**config.mk**
```make
export PLATFORM = sky130hd
export DESIGN_NAME = cvsdd_decoder
export DESIGN_NICKNAME = d
export VERILOG_FILES = /design/src/hdl/cvsdd_pkg.sv /design/src/hdl/cvsdd_skid_buf.sv /design/src/hdl/cvsdd_decoder.sv
export SDC_FILE = /design/constraint.sdc
export NUM_CORES = 1
export LEC_CHECK = 0
export BUFFER_PORTS_ARGS = -buffer_cell sky130_fd_sc_hd__buf_2
export CORE_UTILIZATION = 55
export CTS_CLUSTER_DIAMETER = 40
export DETAILED_ROUTE_END_ITERATION = 10
export GPL_TIMING_DRIVEN = 0
export PLACE_DENSITY_LB_ADDON = 0.3
export SYNTH_ARGS = -nofsm -noshare
export SYNTH_HDL_FRONTEND = slang
export SYNTH_HIERARCHICAL = 1
export SYNTH_SLANG_ARGS = --single-unit
```
**constraint.sdc**
```tcl
create_clock -name clk_in -period 9.56 [get_ports clk_in]
set_input_delay 0.478 -clock clk_in [delete_from_list [all_inputs] [get_ports clk_in]]
set_output_delay 0.478 -clock clk_in [all_outputs]
set_load 0.1 [all_outputs]
```
**src/hdl/cvsdd_pkg.sv**
```systemverilog
package cvsdd_pkg;
   // ==========================================
   // Sample stream and word widths
   localparam int SAMPLE_W       = 13;
   localparam int STEP_W         = 13;
   localparam int OVERLOAD_LEN   = 4;
   // ==========================================
   // Timing: sample clock and syllabic time constant
   localparam int SAMPLE_RATE_HZ = 64000;
   localparam int SYL_TC_MS      = 16;
   // Samples per time constant, rounded down
   localparam int SYL_TC_SAMPLES = SAMPLE_RATE_HZ * SYL_TC_MS / 1000;
   // Leak shifts: syllabic leak near 1/1024 per sample (about one time constant)
   localparam int SYL_LEAK_SH    = 10;
   localparam int PRI_LEAK_SH    = 8;
   // Growth per overloaded sample, as a fraction of full scale
   localparam int SYL_GROW_SH    = 5;
   // ==========================================
   // Limits and reset values
   localparam logic [12:0] STEP_MIN   = 13'h0010;
   localparam logic [12:0] STEP_MAX   = 13'h0FFF;
   localparam logic [12:0] STEP_RST   = 13'h0010;
   localparam logic [12:0] SAMPLE_RST = 13'h0000;
   localparam logic [3:0]  HIST_RST   = 4'h5;
   // ==========================================
   // Output buffer
   localparam int BUF_DEPTH = 2;
endpackage

```
**src/hdl/cvsdd_skid_buf.sv**
```systemverilog
// Two-entry buffer: stall on the output side loses no word
module cvsdd_skid_buf (
   // Clock and reset
   input  wire logic                          clk_in,
   input  wire logic                          resetn_in,
   // Write side
   input  wire logic                          wr_valid_in,
   output logic                               wr_ready_out,
   input  wire logic [cvsdd_pkg::SAMPLE_W-1:0] wr_data_in,
   // Read side
   output logic                               rd_valid_out,
   input  wire logic                          rd_ready_in,
   output logic [cvsdd_pkg::SAMPLE_W-1:0]     rd_data_out
);
   // ==========================================
   // Storage
   logic [cvsdd_pkg::SAMPLE_W-1:0] mem_reg [cvsdd_pkg::BUF_DEPTH];
   logic                           wp_reg;
   logic                           rp_reg;
   logic [1:0]                     cnt_reg;
   wire                            push;
   wire                            pop;

   assign wr_ready_out = (cnt_reg != 2'h2);
   assign rd_valid_out = (cnt_reg != 2'h0);
   assign push         = wr_valid_in && wr_ready_out;
   assign pop          = rd_valid_out && rd_ready_in;
   assign rd_data_out  = mem_reg[rp_reg];

   always_ff @(posedge clk_in) begin
      if (!resetn_in) begin
         wp_reg  <= 1'b0;
         rp_reg  <= 1'b0;
         cnt_reg <= 2'h0;
      end else begin
         if (push) wp_reg <= ~wp_reg;
         if (pop)  rp_reg <= ~rp_reg;
         cnt_reg <= cnt_reg + {1'b0, push} - {1'b0, pop};
      end
   end

   always_ff @(posedge clk_in) begin
      if (push) mem_reg[wp_reg] <= wr_data_in;
   end
endmodule

```
**src/hdl/cvsdd_decoder.sv**
```systemverilog
// How it works
// - Take one coded bit per sample clock
// - Two leaky integrators driven by current bit
// - Overload when last four bits match
// - Overload grows step, otherwise step decays
// - Step saturates; decay rate from 16 ms constant
// - Bit one adds step, zero subtracts
// - Output 13-bit sample word to DAC
module cvsdd_decoder (
   // Clock and reset
   input  wire logic                          clk_in,
   input  wire logic                          resetn_in,
   // Coded bit stream from demodulator
   input  wire logic                          bit_valid_in,
   output logic                               bit_ready_out,
   input  wire logic                          bit_in,
   // Sample words to the DAC
   output logic                               sample_valid_out,
   input  wire logic                          sample_ready_in,
   output logic [cvsdd_pkg::SAMPLE_W-1:0]     sample_out,
   // Status
   output logic                               overload_out,
   output logic [cvsdd_pkg::STEP_W-1:0]       step_out
);
   // ==========================================
   // Data flow per taken bit:
   //   history -> overload flag -> new step -> signed delta
   //   old sample -> leak -> plus delta -> clamp -> buffer
   // Everything between the bit port and the buffer is combinational,
   // so each sample word is stored in the buffer at the clock edge that takes its bit.

   // ==========================================
   // Internal widths
   // Two extra bits carry the sign and the carry of a 13-bit sum
   localparam int WIDE_W = cvsdd_pkg::SAMPLE_W + 2;
   localparam int HIST_W = cvsdd_pkg::OVERLOAD_LEN;
   // Limits of the signed sample word at the wide width; 7000 is -4096
   localparam logic signed [WIDE_W-1:0] WIDE_MAX = 15'sh0FFF;
   localparam logic signed [WIDE_W-1:0] WIDE_MIN = 15'sh7000;

   // ==========================================
   // State and next-state terms
   logic        [HIST_W-1:0]              hist_reg;
   wire         [HIST_W-1:0]              hist_next;
   logic        [cvsdd_pkg::STEP_W-1:0]   step_reg;
   wire         [cvsdd_pkg::STEP_W-1:0]   step_next;
   logic signed [cvsdd_pkg::SAMPLE_W-1:0] acc_reg;
   wire  signed [cvsdd_pkg::SAMPLE_W-1:0] acc_next;
   logic                                  ovl_reg;
   wire                                   ovl_now;
   // Handshake between the bit port and the output buffer
   logic                                  buf_ready;
   wire                                   take;

   // ==========================================
   // Helper functions

   // Saturate a wide signed sum into the signed sample range
   function automatic logic signed [cvsdd_pkg::SAMPLE_W-1:0] sat13(
      input logic signed [WIDE_W-1:0] v
   );
      logic signed [cvsdd_pkg::SAMPLE_W-1:0] r;
      if (v > WIDE_MAX) begin
         r = WIDE_MAX[cvsdd_pkg::SAMPLE_W-1:0];
      end else if (v < WIDE_MIN) begin
         r = WIDE_MIN[cvsdd_pkg::SAMPLE_W-1:0];
      end else begin
         r = v[cvsdd_pkg::SAMPLE_W-1:0];
      end
      return r;
   endfunction

   // Leak by a right-shifted fraction of the value itself; the
   // arithmetic shift keeps the sign of a negative value
   function automatic logic signed [WIDE_W-1:0] leak(
      input logic signed [WIDE_W-1:0] v,
      input int                       sh
   );
      return v - (v >>> sh);
   endfunction

   // Step after growth: stop at the ceiling instead of wrapping
   function automatic logic [cvsdd_pkg::STEP_W-1:0] step_ceil(
      input logic signed [WIDE_W-1:0] v
   );
      logic [cvsdd_pkg::STEP_W-1:0] r;
      if (v > $signed({2'b00, cvsdd_pkg::STEP_MAX})) begin
         r = cvsdd_pkg::STEP_MAX;
      end else begin
         r = v[cvsdd_pkg::STEP_W-1:0];
      end
      return r;
   endfunction

   // Step after decay: never fall below the floor
   function automatic logic [cvsdd_pkg::STEP_W-1:0] step_floor(
      input logic signed [WIDE_W-1:0] v
   );
      logic [cvsdd_pkg::STEP_W-1:0] r;
      if (v < $signed({2'b00, cvsdd_pkg::STEP_MIN})) begin
         r = cvsdd_pkg::STEP_MIN;
      end else begin
         r = v[cvsdd_pkg::STEP_W-1:0];
      end
      return r;
   endfunction

   // True when every bit of the history agrees
   function automatic logic all_same(input logic [HIST_W-1:0] h);
      logic ones;
      logic zeros;
      ones  = &h;
      zeros = ~|h;
      return ones || zeros;
   endfunction

   // ==========================================
   // Bit handshake
   // A bit is consumed only when the buffer can hold its sample, so a
   // stalled converter holds the demodulator back instead of losing audio
   assign take          = bit_valid_in && buf_ready;
   assign bit_ready_out = buf_ready;

   // ==========================================
   // Bit history: the newest bit enters at position zero
   assign hist_next[0] = bit_in;
   for (genvar i = 1; i < HIST_W; i++) begin : g_hist
      assign hist_next[i] = hist_reg[i-1];
   end

   // ==========================================
   // Overload detect on the newest four bits, the one taken now included
   assign ovl_now = all_same(hist_next);

   // ==========================================
   // Syllabic integrator: grow on overload, leak otherwise
   // Growth is a fixed fraction of full scale per overloaded sample; the
   // leak removes about one part in 1024 per sample, plus one so that a
   // small step still decays to the floor instead of stalling.
   // Limitation: the rates assume one bit is taken per sample period; a
   // faster bit rate would shorten the syllabic time constant.
   wire signed [WIDE_W-1:0]        step_w    = $signed({2'b00, step_reg});
   wire signed [WIDE_W-1:0]        grow_amt  =
      $signed({2'b00, cvsdd_pkg::STEP_MAX >> cvsdd_pkg::SYL_GROW_SH});
   wire signed [WIDE_W-1:0]        step_grow = step_w + grow_amt;
   wire signed [WIDE_W-1:0]        step_leak = leak(step_w, cvsdd_pkg::SYL_LEAK_SH) - 15'sh0001;
   wire [cvsdd_pkg::STEP_W-1:0]    step_up   = step_ceil(step_grow);
   wire [cvsdd_pkg::STEP_W-1:0]    step_dn   = step_floor(step_leak);
   assign step_next = ovl_now ? step_up : step_dn;

   // ==========================================
   // Principal integrator: leak, then add or subtract the new step
   // The step chosen for this sample applies at once, so a burst of
   // equal bits reacts without one sample of lag
   wire signed [WIDE_W-1:0] acc_w    = WIDE_W'(acc_reg);
   wire signed [WIDE_W-1:0] acc_leak = leak(acc_w, cvsdd_pkg::PRI_LEAK_SH);
   wire signed [WIDE_W-1:0] step_x   = $signed({2'b00, step_next});
   wire signed [WIDE_W-1:0] delta    = bit_in ? step_x : -step_x;
   wire signed [WIDE_W-1:0] acc_sum  = acc_leak + delta;
   assign acc_next = sat13(acc_sum);

   // ==========================================
   // Registers: one short process per register (history, step, integrator value, overload flag)
   // Nothing but the output buffer moves without a take, so a stall freezes history, step, integrator and flag
   // Shift history
   always_ff @(posedge clk_in) begin
      if (!resetn_in) begin
         hist_reg <= cvsdd_pkg::HIST_RST;
      end else if (take) begin
         hist_reg <= hist_next;
      end
   end

   // Step size
   always_ff @(posedge clk_in) begin
      if (!resetn_in) begin
         step_reg <= cvsdd_pkg::STEP_RST;
      end else if (take) begin
         step_reg <= step_next;
      end
   end

   // Principal integrator value
   always_ff @(posedge clk_in) begin
      if (!resetn_in) begin
         acc_reg <= cvsdd_pkg::SAMPLE_RST;
      end else if (take) begin
         acc_reg <= acc_next;
      end
   end

   // Overload flag, registered for the status port
   always_ff @(posedge clk_in) begin
      if (!resetn_in) begin
         ovl_reg <= 1'b0;
      end else if (take) begin
         ovl_reg <= ovl_now;
      end
   end

   // ==========================================
   // Output buffer toward the DAC
   // It stores the clamped sum, so a word is ready one clock after its bit
   cvsdd_skid_buf u_buf (
      .clk_in       (clk_in),
      .resetn_in    (resetn_in),
      .wr_valid_in  (take),
      .wr_ready_out (buf_ready),
      .wr_data_in   (acc_next),
      .rd_valid_out (sample_valid_out),
      .rd_ready_in  (sample_ready_in),
      .rd_data_out  (sample_out)
   );

   // ==========================================
   // Status outputs straight from registers
   // The step shown is the one applied to the last taken bit
   assign overload_out = ovl_reg;
   assign step_out     = step_reg;
endmodule

```
Yosys cells after proc, flatten, opt, wreduce, memory -nomap -nowiden. Memory sizes are Yosys's and may differ from the RTL's. A register that Yosys moved wholly into a read port is not among the register bits. Cells that the tools add are included. W data, S select, Z words.

Add/sub/neg operators: 8. Multiply operators: 0. Div/mod/pow operators: 0. Magnitude comparators: 4. Eq/ne operators: 1. Shift operators: 0. Muxes and demuxes: 10. Bitwise logic cells: 2. Reductions and logical operators: 8.

Operator list (number): $mux W13 (5); $add A14 B15 Y15 (1); $gt A15 B13 Y1 const B (1); $lt A15 B13 Y1 const B (1); $lt A15 B6 Y1 const B (1); $mux W15 (1); $neg A13 Y15 (1); $sub A14 B2 Y15 const B (1); $add A13 B7 Y14 const B (1); $gt A14 B12 Y1 const B (1); $sub A13 B3 Y14 (1); $sub A13 B5 Y14 (1); $mux W1 (4); $reduce_and A4 Y1 (1); $reduce_or A4 Y1 (1); $logic_and A1 B1 Y1 (3); $add A2 B1 Y2 (1); $ne A2 B2 Y1 const B (1); $not A1 Y1 (2); $reduce_bool A2 Y1 (1); $sub A2 B1 Y2 (1); $logic_not A1 Y1 (1); $logic_or A1 B1 Y1 (1).

Flip-flop bits (word level): 34. Bits in latches: 0. Bits in writable memories: 26. ROM bits: 0. Input port bits: 5. Output and inout port bits: 29. Word-level logic and storage cells: 41. Memories kept: 1.

Memories: u_buf.mem_reg (depth 2, bits a word 13, rd ports 1, clocked after Yosys merged registers in 1, write ports 1, RTL line cvsdd_skid_buf.sv:17) `logic [cvsdd_pkg::SAMPLE_W-1:0] mem_reg [cvsdd_pkg::BUF_DEPTH];`.

Longest topological paths before layout. Gate-level depths: netlist of run 1.

Word-level depth: 11. Depth in mapped cells: 32. Gate-level depth less buffers: 30.

Modules after synthesis. Netlist of run 1, hierarchy kept.

By module, submodules not included: cvsdd_decoder (instances 1, cells each 510, area each 3769.9 um^2, seq. area each 600.6 um^2); cvsdd_skid_buf (instances 1, cells each 64, area each 1173.6 um^2, seq. area each 880.8 um^2).

Worst setup path after synthesis of run 1. OpenSTA, ideal clock, no wires.

Kind: reg2reg. Start point: register step_reg, in the netlist step_out[10]. End point: memory u_buf/mem_reg[0][10] in the netlist's numbering, data pin. Setup time: 278 ps. Arrival: 7424 ps. Data required time: 9282 ps. Path slack: 1858 ps. Stages on the path, launching flop included: 29. Buffers on the path: 3. Period minus slack after synthesis: 7702 ps. Path through: dfxtp_1 > ha_1 > inv_1 > fa_1 > clkbuf_1 > xnor2_1 > nand3_1 > nor2_1 > a21boi_0 > or4_1 > or4b_1 > buf_2 > nand2_1 > a2bb2oi_1 > ha_1 > nor4bb_2 > a31oi_1 > xor2_1 > fa_1 > inv_1 > ha_1 > o21ai_0 > nand2b_1 > nand2_1 > o311ai_0 > o21ai_0 > a211oi_1 > clkbuf_1 > o21ai_0.

Cells in the longest elaborated chain, start to end: 11. Elaborated cells between the ends (all ways): 15. Those cells by class: add/sub (5); order compare (4); mux (6).

Ends and longest elaborated chain: start: declaration (RTL line cvsdd_decoder.sv:45) `logic [cvsdd_pkg::STEP_W-1:0] step_reg;`; start signal: assignment (RTL line cvsdd_decoder.sv:177) `step_reg <= cvsdd_pkg::STEP_RST;`; start signal: assignment (RTL line cvsdd_decoder.sv:179) `step_reg <= step_next;`; $sub A13 B3 Y14 (RTL line cvsdd_decoder.sv:79) `return v - (v >>> sh);`; $sub A14 B2 Y15 (RTL line cvsdd_decoder.sv:146) `wire signed [WIDE_W-1:0] step_leak = leak(step_w, cvsdd_pkg::SYL_LEAK_SH) - 15'sh0001;`; $lt A15 B6 Y1 (RTL line cvsdd_decoder.sv:100) `if (v < $signed({2'b00, cvsdd_pkg::STEP_MIN})) begin`; $mux W13 (RTL line cvsdd_decoder.sv:100); $mux W13 (*) (RTL line cvsdd_decoder.sv:149) `assign step_next = ovl_now ? step_up : step_dn;`; $neg A13 Y15 (RTL line cvsdd_decoder.sv:158) `wire signed [WIDE_W-1:0] delta = bit_in ? step_x : -step_x;`; $mux W15 (*) (RTL line cvsdd_decoder.sv:158); $add A14 B15 Y15 (*) (RTL line cvsdd_decoder.sv:159) `wire signed [WIDE_W-1:0] acc_sum = acc_leak + delta;`; $lt A15 B13 Y1 (RTL line cvsdd_decoder.sv:65) `end else if (v < WIDE_MIN) begin`; $mux W13 (RTL line cvsdd_decoder.sv:65); $mux W13 (*) (RTL line cvsdd_decoder.sv:63) `if (v > WIDE_MAX) begin`; via acc_next (one bit) (RTL line cvsdd_decoder.sv:48) `wire signed [cvsdd_pkg::SAMPLE_W-1:0] acc_next;`; end: declaration (RTL line cvsdd_skid_buf.sv:17).

Mark *: on every way through the listed nets, which the timed path passes. The rest lies on a longest branch.

Worst setup path in the final report of run 1.
Start point: register step_reg, in the netlist step_out[0]. End point: memory u_buf/mem_reg[0][9] in the netlist's numbering, data pin.

The elaborated chain is that of the path after synthesis.

==> impl_results.md, run 1 <==
* FP Rows at 34
* Vias in the first global route at about 4.3k
* # IOs at 34
* Synth top area share at 0.158
* Die area at 0.00937 mm2
* Pin count of the biggest net entering global routing at 14
* Synthesis-to-finish area growth at 10.2%
* Share of cells above drive strength 1 at 0.137
* RSZ-0062 raised after global routing: no
* Routed vias/inst at 5.99
* Tmin final at about 8.7 ns
* Async set-reset flop share out of synthesis at 0
* Diodes inserted at 0
* Max H-tree Level at 3
* Gpl congestion at roughly 0.96
* Overall Global Routing Usage at 0.272
* Final Slew Violations at 0
* Setup Viol. Count Final at 0
* Crit path DAT at 8.74 ns
* Worst-path clk slew at 0.08 ns
* Die width at 96.8 um
* Area of the core at between 0.008 and 0.009 mm2
* Worst Path Required at 9.61 ns
* Worst slew pin tran at 1.15 ns
* CTS Hold Bufs at 0
* Yosys reg bits at 61
* Initial core utilization at 0.567
* Routed Antenna Nets at 0
* Worst setup margin at just under 0.9 ns
* Initial drt markers at 215
* Final net count at approximately 660
* Syn avg cell area at 8.61 um2
* CTS Sinks at 61
* Count leader, synth: inv_1
* Routed length per instance at roughly 17 um
* DIE HEIGHT at 96.8 um
* Final hold vios at 0
* Total number of vias at around 4.4k
* PortBufs at 32
* Largest register FFs at 26
* Min-Delay Path Class: in2reg
* Initial antenna violation count at 0
* CTS max path bufs at 2
* TritonCTS clock tree: built
* Cts repair resizes at 0
* Slowest-stage cell, CP: o311ai_0
* Fillers at 755
* Worst slew margin at 0.227
* CTS Buf Count at 9
* Post-CTS Setup Inserts at 0
* Largest stage delay, worst path at 0.74 ns
* Crit path capture type: flop
* Synth Instances at 574
* Status: finished clean
* First-pass GRT wire length at 20,600 um
* Area leader, netlist: edfxtp_1
* WHS at approximately 0.43 ns
* Cell Area, Synth at 0.00494 mm2
* Synth top cells by count: inv_1, nor2_1, dfxtp_1
* Setup_tns at 0 ns
* Synth top area cells: edfxtp_1, dfxtp_1, ha_1
* Clk_lat worst skew at about 0.35 ns
* Max Cap Viol at 0
* Post-route DRC violation count at 0
* EDFF count, synth at 26
* DP HPWL at about 9600 um
* Yosys cell types at between 60 and 70
* CP Launch Type: flop
* Fmax at 115 MHz
* Syn nets at around 620
* Worst Clk Skew at roughly 0.011 ns
* Top FF cell, synth: dfxtp_1
* Sequential fraction of the synthesis area at 0.300
* Setup WS pre-CTS at 1.05 ns
* Gr ovfl total at 0
* TritonRoute pass-1 iters at 7
* CP max FO at 10
* Synthesis Warnings at 6
* Tcrit/Tclk final at 0.909
* CP Class: reg2reg
* Root buf cell: clkbuf_8
* DRT Wirelength at between 10,000 and 15,000 um
==> cell usage in the layout, fill, tap and decap left out, types with 13 or more instances in the layout <==
cell type,netlist,layout
fa_1,13,13
a31oi_1,13,13
dfxtp_1,35,35
buf_2,2,34
edfxtp_1,26,26
a211oi_1,14,14
nor3_1,13,13
o211ai_1,14,14
mux2_2,14,14
ha_1,24,24
inv_1,53,53
a21oi_1,34,34
xor2_1,20,20
xnor2_1,29,29
nand2b_1,14,14
nand3_1,17,17
clkbuf_1,25,25
nand2_1,34,34
nor2_1,46,46
o21ai_0,27,27
==> kinds of logic after synthesis <==
logic type / count (synthesis) / synth area share
adders and majority gates: 37 / 0.113
AOI/OAI and AO/OA: 143 / 0.195
and+or+nand+nor: 181 / 0.196
buffers and inverters: 86 / 0.0704
muxes: 16 / 0.0359
xor gates and xnor gates: 50 / 0.0901
DFF: 61 / 0.300
==> final timing paths <==
kind         slack (ns)                 startpoint  cells after the start                             to
max                0.87   step_out[0]$_SDFFE_PN0P_                     29  u_buf/mem_reg[0][9]$_DFFE_PP_
min                0.43                  resetn_in                      2    u_buf/cnt_reg[1]$_SDFF_PN0_
max reg2reg        0.87   step_out[0]$_SDFFE_PN0P_                     29  u_buf/mem_reg[0][9]$_DFFE_PP_
min reg2reg        0.50  u_buf/wp_reg$_SDFFE_PN0N_                      2      u_buf/wp_reg$_SDFFE_PN0N_
==> worst max-delay path: cells and delay by family, from the launching register on <==
kind / cells / cell delay [ns]
compound gates: 8 / 2.57
simple gates: 8 / 2.21
fa+ha+maj: 5 / 1.67
buf+inv: 6 / 0.99
xor+xnor: 2 / 0.58
flops: 1 / 0.36
==> layout make-up <==
type                            instances  area, um2  share of cell area
Inverter                               53        199              0.0365
Buffer                                 33        149              0.0273
Timing Repair Buffer                   32        160              0.0294
Clock buffer                            9        124              0.0227
Tap cell                              108        135              0.0248
Sequential cell                        61       1480               0.272
Multi-Input combinational cell        427       3110               0.572
Clock inverter                          7       83.8              0.0154
==> per-stage QoR <==
step / std cells / cell area [um2] / utilization
after floorplan: 574 / 4940 / -
after global placement: 714 / 5240 / 0.601
after detailed placement: 714 / 5240 / 0.601
after CTS: 730 / 5450 / 0.625
after global routing: 730 / 5450 / 0.625
final: 730 / 5450 / 0.625
==> metal layers <==
layer / vias to the layer above / part of all wire / GRT usage
met1: 2087 / 0.43 / 0.324
met2: 131 / 0.50 / 0.486
li1: 2115 / - / -
met3: 37 / 0.042 / 0.0376
met5: - / 0 / 0
met4: 0 / 0.037 / 0.116
Power of run 1 is left out: the tool's default activity adds up to more than one toggle a clock period on the data nets, which glitch-free logic cannot reach.
==> inputs of run 2 (changes only) <==
- clock period: 9.56 -> 8 ns (I/O delays scaled with it)
==> run 2 against run 1 <==
  * Worst setup slack worse by 0.41 ns
  * Wire length grew 1.5%
  * Core utilization increased by 1.1 points
  * Global-route usage rose by 0.15 points
  * First-iteration DRC count fell by 11%
  * Via count up 0.55%
  * Critical endpoint unchanged
==> impl_results.md, run 2 (synthesized netlist as in run 1, its figures left out) <==
* Die area at 0.00937 mm2 (unchanged)
* Tcrit/Tclk final at 0.943 (+0.0335)
* Final core utilization at 0.635 (+0.0109)
* Synthesis-to-finish area growth at 12.1%
* Slowest-stage cell, CP: or4_1
* Reg2reg end: u_buf/mem_reg[0][9]$_DFFE_PP_
* Pin count of the biggest net entering global routing at 14 (unchanged)
* Routed vias/inst at 6.02 (+0.55%)
* Post-route insts no fill at 730 (unchanged)
* Worst Clk Skew at 0.0138 ns (+0.00276 ns)
* Max Cap Viol at 0 (unchanged)
* RSZ-0062 raised after global routing: no
* Total number of vias at 4,394 (+0.55%)
* Gr ovfl total at 0 (unchanged)
* Gpl congestion at 0.955 (unchanged)
* Worst-path clk slew at 0.09 ns (about the same)
* Status: finished clean
* Worst slew pin tran at 1.15 ns (-0.00776 ns)
* TritonRoute pass-1 iters at 4 (-3)
* CP Class: reg2reg
* Metal1 wirelength at 5370 um (+1.7%)
* Min-Delay Path Class: in2reg
* Post-route DRC violation count at 0 (unchanged)
* PortBufs at 32 (unchanged)
* CTS Sinks at 61 (unchanged)
* Clk_lat worst skew at 0.36 ns (about the same)
* Max H-tree Level at 3 (unchanged)
* Worst Hold Path EP: u_buf/cnt_reg[1]$_SDFF_PN0_
* Root buf cell: clkbuf_8
* # IOs at 34 (unchanged)
* CP Launch Type: flop
* Routed length per instance at 17.2 um (+1.5%)
* Register area at 0.00148 mm2 (unchanged)
* Die width at 96.8 um (unchanged)
* Largest register FFs at 26 (unchanged)
* Hold Path Depth at 2 (unchanged)
* Tmin final at 7.54 ns (-1.15 ns)
* Metal2 WL at 6190 um (+0.77%)
* DP Cell Count at 714 (unchanged)
* Routed Antenna Nets at 0 (unchanged)
* FP Rows at 34 (unchanged)
* Initial drt markers at 191 (-11%)
* Met3 WL at 523 um (-0.38%)
* CTS Hold Bufs at 0 (unchanged)
* Most used cell, CP: nor2_1
* R2R Path Start: step_out[12]$_SDFFE_PN0P_
* DRT Wirelength at 12,600 um (+1.5%)
* Worst Path Required at 8.07 ns (-1.54 ns)
* Final net count at 659 (unchanged)
* Reg2reg path depth at 28 (-3.4%)
* CTS max path bufs at 2 (unchanged)
* Share of cells above drive strength 1 at 0.162 (+0.0257)
* CTS Buf Count at 9 (unchanged)
* Most common cell after layout, fill and taps aside: inv_1
* DIE HEIGHT at 96.8 um (unchanged)
* Largest stage delay, worst path at 0.59 ns (-0.15 ns)
* Highest routed layer: met4
* DP HPWL at 9600 um (unchanged)
* Vias in the first global route at 4,326 (+0.12%)
* Commonest non-fill, non-tap cells in the layout: inv_1, nor2_1, buf_2, dfxtp_1, nand2_1
* First-pass GRT wire length at 20,700 um (+0.57%)
* Fmax at 133 MHz (+15%)
* Final Slew Violations at 0 (unchanged)
* Diodes inserted at 0 (unchanged)
* Initial antenna violation count at 0 (unchanged)
* Worst slew margin at 0.233 (+0.00519)
* Area of the core at 0.00872 mm2 (unchanged)
* Reg-to-reg slack, setup at 0.46 ns (-0.41 ns)
* Final hold vios at 0 (unchanged)
* Setup Viol. Count Final at 0 (unchanged)
* Overall Global Routing Usage at 0.273 (+0.00148)
* Crit path DAT at 7.61 ns (-1.13 ns)
* Initial core utilization at 0.567 (unchanged)
* Multi-input gate area at 0.00319 mm2 (+2.5%)
* CP max FO at 10 (unchanged)
* Fillers at 733 (-2.9%)
* TritonCTS clock tree: built
* Crit path capture type: flop
* Hold_sp: resetn_in
run 2: through the flow:
step                      setup WS, ns  setup TNS [ns]  cell area, um2  hold slack (ns)
after detailed placement        -0.511          -15.71            5240            0.490
after CTS                      0.00234               0            5490            0.345
after global routing            0.0256               0            5540            0.371
after floorplan                  0.298               0            4940            0.453
final                            0.459               0            5540            0.345
after global placement          -0.440          -12.83            5240            0.463
run 2: cell type report:
type                       instances  share of cell area
sequential                        61               0.267
clock buffer                       9              0.0224
multi-input combinational        427               0.576
inverter                          53              0.0359
tap                              108              0.0244
buffer                            29              0.0248
clock inverter                     7              0.0151
timing repair buffer              36              0.0343
run 2: how the worst max path moves through the flow:
stage	startpoint	end	slack [ns]	cells past startpoint
4_1_cts	step_out[0]$_SDFFE_PN0P_	u_buf/mem_reg[1][2]$_DFFE_PP_	0.002	32
5_1_grt	step_out[0]$_SDFFE_PN0P_	u_buf/mem_reg[0][9]$_DFFE_PP_	0.03	30
6_report	step_out[12]$_SDFFE_PN0P_	u_buf/mem_reg[0][9]$_DFFE_PP_	0.46	28
3_3_place_gp	step_out[10]$_SDFFE_PN0P_	acc_reg[2]$_SDFFE_PN0P_	-0.44	29
3_5_place_dp	step_out[0]$_SDFFE_PN0P_	u_buf/mem_reg[1][7]$_DFFE_PP_	-0.51	29
2_1_floorplan	step_out[10]$_SDFFE_PN0P_	u_buf/mem_reg[0][10]$_DFFE_PP_	0.30	28
run 2: timing repair:
item	in CTS	in global routing
buffers inserted	2	2
hold endpoints to repair	0	0
endpoints found under the setup margin	36	36
pin swaps	1	2
resized for setup	7	10
run 2: worst max-delay path: cells and delay by family, from the launching register on:
kind / cells / cell delay [ns]
AO/OA/AOI/OAI: 12 / 2.56
adder cells (fa/ha/maj): 4 / 1.55
AND/OR/NAND/NOR: 6 / 1.54
buffers and inverters: 5 / 0.94
flip-flops: 1 / 0.52
XOR/XNOR: 1 / 0.17
run 2: routing by layer:
metal  vias to the layer above  global-route usage
li1                       2115                   -
met1                      2100               0.326
met2                       133               0.492
met3                        46              0.0368
met4                         0               0.110
met5                         -                   0
Power of run 2 is left out for the same reason.
==> inputs of run 3 (changes only) <==
- PLACE_DENSITY: default -> 0.71
- PLACE_DENSITY_LB_ADDON: 0.3 -> default
==> run 3 against run 2 <==
  * Count of clock-buffer cells in the layout up 1
  * Critical path depth up 1
  * Hold slack better by 0.0014 ns
  * Maximum frequency up 0.23%
  * Register-to-register slack better by 0.02 ns
  * First-iteration DRC count down 18%
  * Largest cell class unchanged
==> impl_results.md, run 3 (synthesized netlist as in run 1, its figures left out) <==
* CP Launch Type: flop
* Overall Global Routing Usage at 0.273 (about the same)
* CP Capture Point: u_buf/mem_reg[1][11]$_DFFE_PP_
* # IOs at 34 (unchanged)
* CTS Sinks at 61 (unchanged)
* Crit path DAT at 7.58 ns (-0.03 ns)
* Initial drt markers at 157 (-18%)
* Area of the core at 0.00872 mm2 (unchanged)
* Worst slew pin tran at 1.14 ns (-0.00878 ns)
* Total number of vias at 4,295 (-2.3%)
* Max Cap Viol at 0 (unchanged)
* Reg-to-reg slack, setup at 0.48 ns (+0.02 ns)
* Min-Delay Path Class: in2reg
* Final hold vios at 0 (unchanged)
* Final net count at 658 (-0.15%)
* Most common cell after layout, fill and taps aside: inv_1
* CTS Buf Count at 9 (unchanged)
* CP max FO at 8 (-2)
* Slowest-stage cell, CP: o31ai_1
* FP Rows at 34 (unchanged)
* Routed vias/inst at 5.89 (-2.1%)
* TritonRoute pass-1 iters at 4 (unchanged)
* Synthesis-to-finish area growth at 11.7%
* DRT Wirelength at 12,300 um (-2.3%)
* Vias in the first global route at 4,322 (-0.092%)
* Worst Clk Skew at 0.00972 ns (-0.00409 ns)
* R2R Path Start: step_out[0]$_SDFFE_PN0P_
* Routed Antenna Nets at 0 (unchanged)
* CTS max path bufs at 2 (unchanged)
* Gpl congestion at 0.950 (-0.52%)
* Reg2reg end: u_buf/mem_reg[1][11]$_DFFE_PP_
* CP startpoint: step_out[0]$_SDFFE_PN0P_
* TritonCTS clock tree: built
* Crit path capture type: flop
* DP HPWL at 9570 um (-0.40%)
* WHS at 0.346 ns (+0.00144 ns)
* CP Class: reg2reg
* Initial core utilization at 0.567 (unchanged)
* Post-route DRC violation count at 0 (unchanged)
* Pin count of the biggest net entering global routing at 14 (unchanged)
* Fillers at 754 (+2.9%)
* Clk_lat worst skew at 0.35 ns (about the same)
* First-pass GRT wire length at 20,500 um (-1.2%)
* DIE HEIGHT at 96.8 um (unchanged)
* Final Slew Violations at 0 (unchanged)
* Max H-tree Level at 3 (unchanged)
* Status: finished clean
* PortBufs at 32 (unchanged)
* Setup Viol. Count Final at 0 (unchanged)
* Diodes inserted at 0 (unchanged)
* Routed length per instance at 16.9 um (-2.1%)
* Tcrit/Tclk final at 0.940 (-0.00216)
* Initial antenna violation count at 0 (unchanged)
* Largest register FFs at 26 (unchanged)
* Fmax at 133 MHz (+0.23%)
* CTS Hold Bufs at 0 (unchanged)
* Worst slew margin at 0.238 (+0.00587)
* RSZ-0062 raised after global routing: no
* Reg2reg path depth at 29 (+3.6%)
* Commonest non-fill, non-tap cells in the layout: inv_1, nor2_1, nand2_1, buf_2, dfxtp_1
* Die area at 0.00937 mm2 (unchanged)
* Worst-path clk slew at 0.08 ns (about the same)
* Largest stage delay, worst path at 0.60 ns (about the same)
* Share of cells above drive strength 1 at 0.159 (-0.00296)
* Die width at 96.8 um (unchanged)
* Worst Path Required at 8.06 ns (about the same)
* Tmin final at 7.52 ns (-0.0173 ns)
* Gr ovfl total at 0 (unchanged)
* Root buf cell: clkbuf_8
run 3: cell type report:
class | instances | area (um2) | area share
multi-input combinational | 427 | 3170 | 0.574
sequential | 61 | 1480 | 0.269
inverter | 53 | 199 | 0.0360
timing repair buffer | 35 | 183 | 0.0331
buffer | 29 | 138 | 0.0249
tap | 108 | 135 | 0.0245
clock buffer | 10 | 128 | 0.0231
clock inverter | 6 | 87.6 | 0.0159
run 3: layer usage:
metal | vias to the layer above | global-route usage | wire length (um)
li1 | 2110 | - | -
met1 | 2030 | 0.319 | 5200
met2 | 118 | 0.484 | 6140
met3 | 37 | 0.0354 | 501
met4 | 0 | 0.150 | 456
met5 | - | 0 | 0
run 3: worst min path at each step:
| stage | from | endpoint | cells after the start |
|---|---|---|---|
| after floorplan | hist_reg[0]$_SDFFE_PN1P_ | hist_reg[1]$_SDFFE_PN0P_ | 2 |
| after global placement | u_buf/wp_reg$_SDFFE_PN0N_ | u_buf/wp_reg$_SDFFE_PN0N_ | 2 |
| after detailed placement | hist_reg[0]$_SDFFE_PN1P_ | hist_reg[1]$_SDFFE_PN0P_ | 2 |
| after CTS | resetn_in | u_buf/cnt_reg[0]$_SDFF_PN0_ | 2 |
| after global routing | resetn_in | u_buf/cnt_reg[0]$_SDFF_PN0_ | 2 |
| final | resetn_in | u_buf/cnt_reg[0]$_SDFF_PN0_ | 2 |
run 3: worst max-delay path, delay by kind of cell (launching register included):
kind                     cells  cell delay (ns)
buffers and inverters        4             0.42
XOR/XNOR                     2             0.38
adder cells (fa/ha/maj)      5             1.62
flip-flops                   1             0.44
AO/OA/AOI/OAI               10             2.41
AND/OR/NAND/NOR              8             1.96
run 3: timing repair:
item	CTS	global route
pin swaps	2	2
hold endpoints to repair	0	0
buffers inserted	3	0
resized for setup	7	8
endpoints found under the setup margin	36	36
run 3: through the flow:
step,TNS (ns),setup WS [ns],cells,utilization,instance area (um2)
finish,0,0.476,729,0.633,5520
global route,0,0.0386,729,0.633,5520
CTS,0,0.0499,733,0.632,5510
detailed placement,-18.67,-0.601,714,0.601,5240
global placement,-11.91,-0.427,714,0.601,5240
floorplan,0,0.298,574,-,4940
Power of run 3 is left out for the same reason.
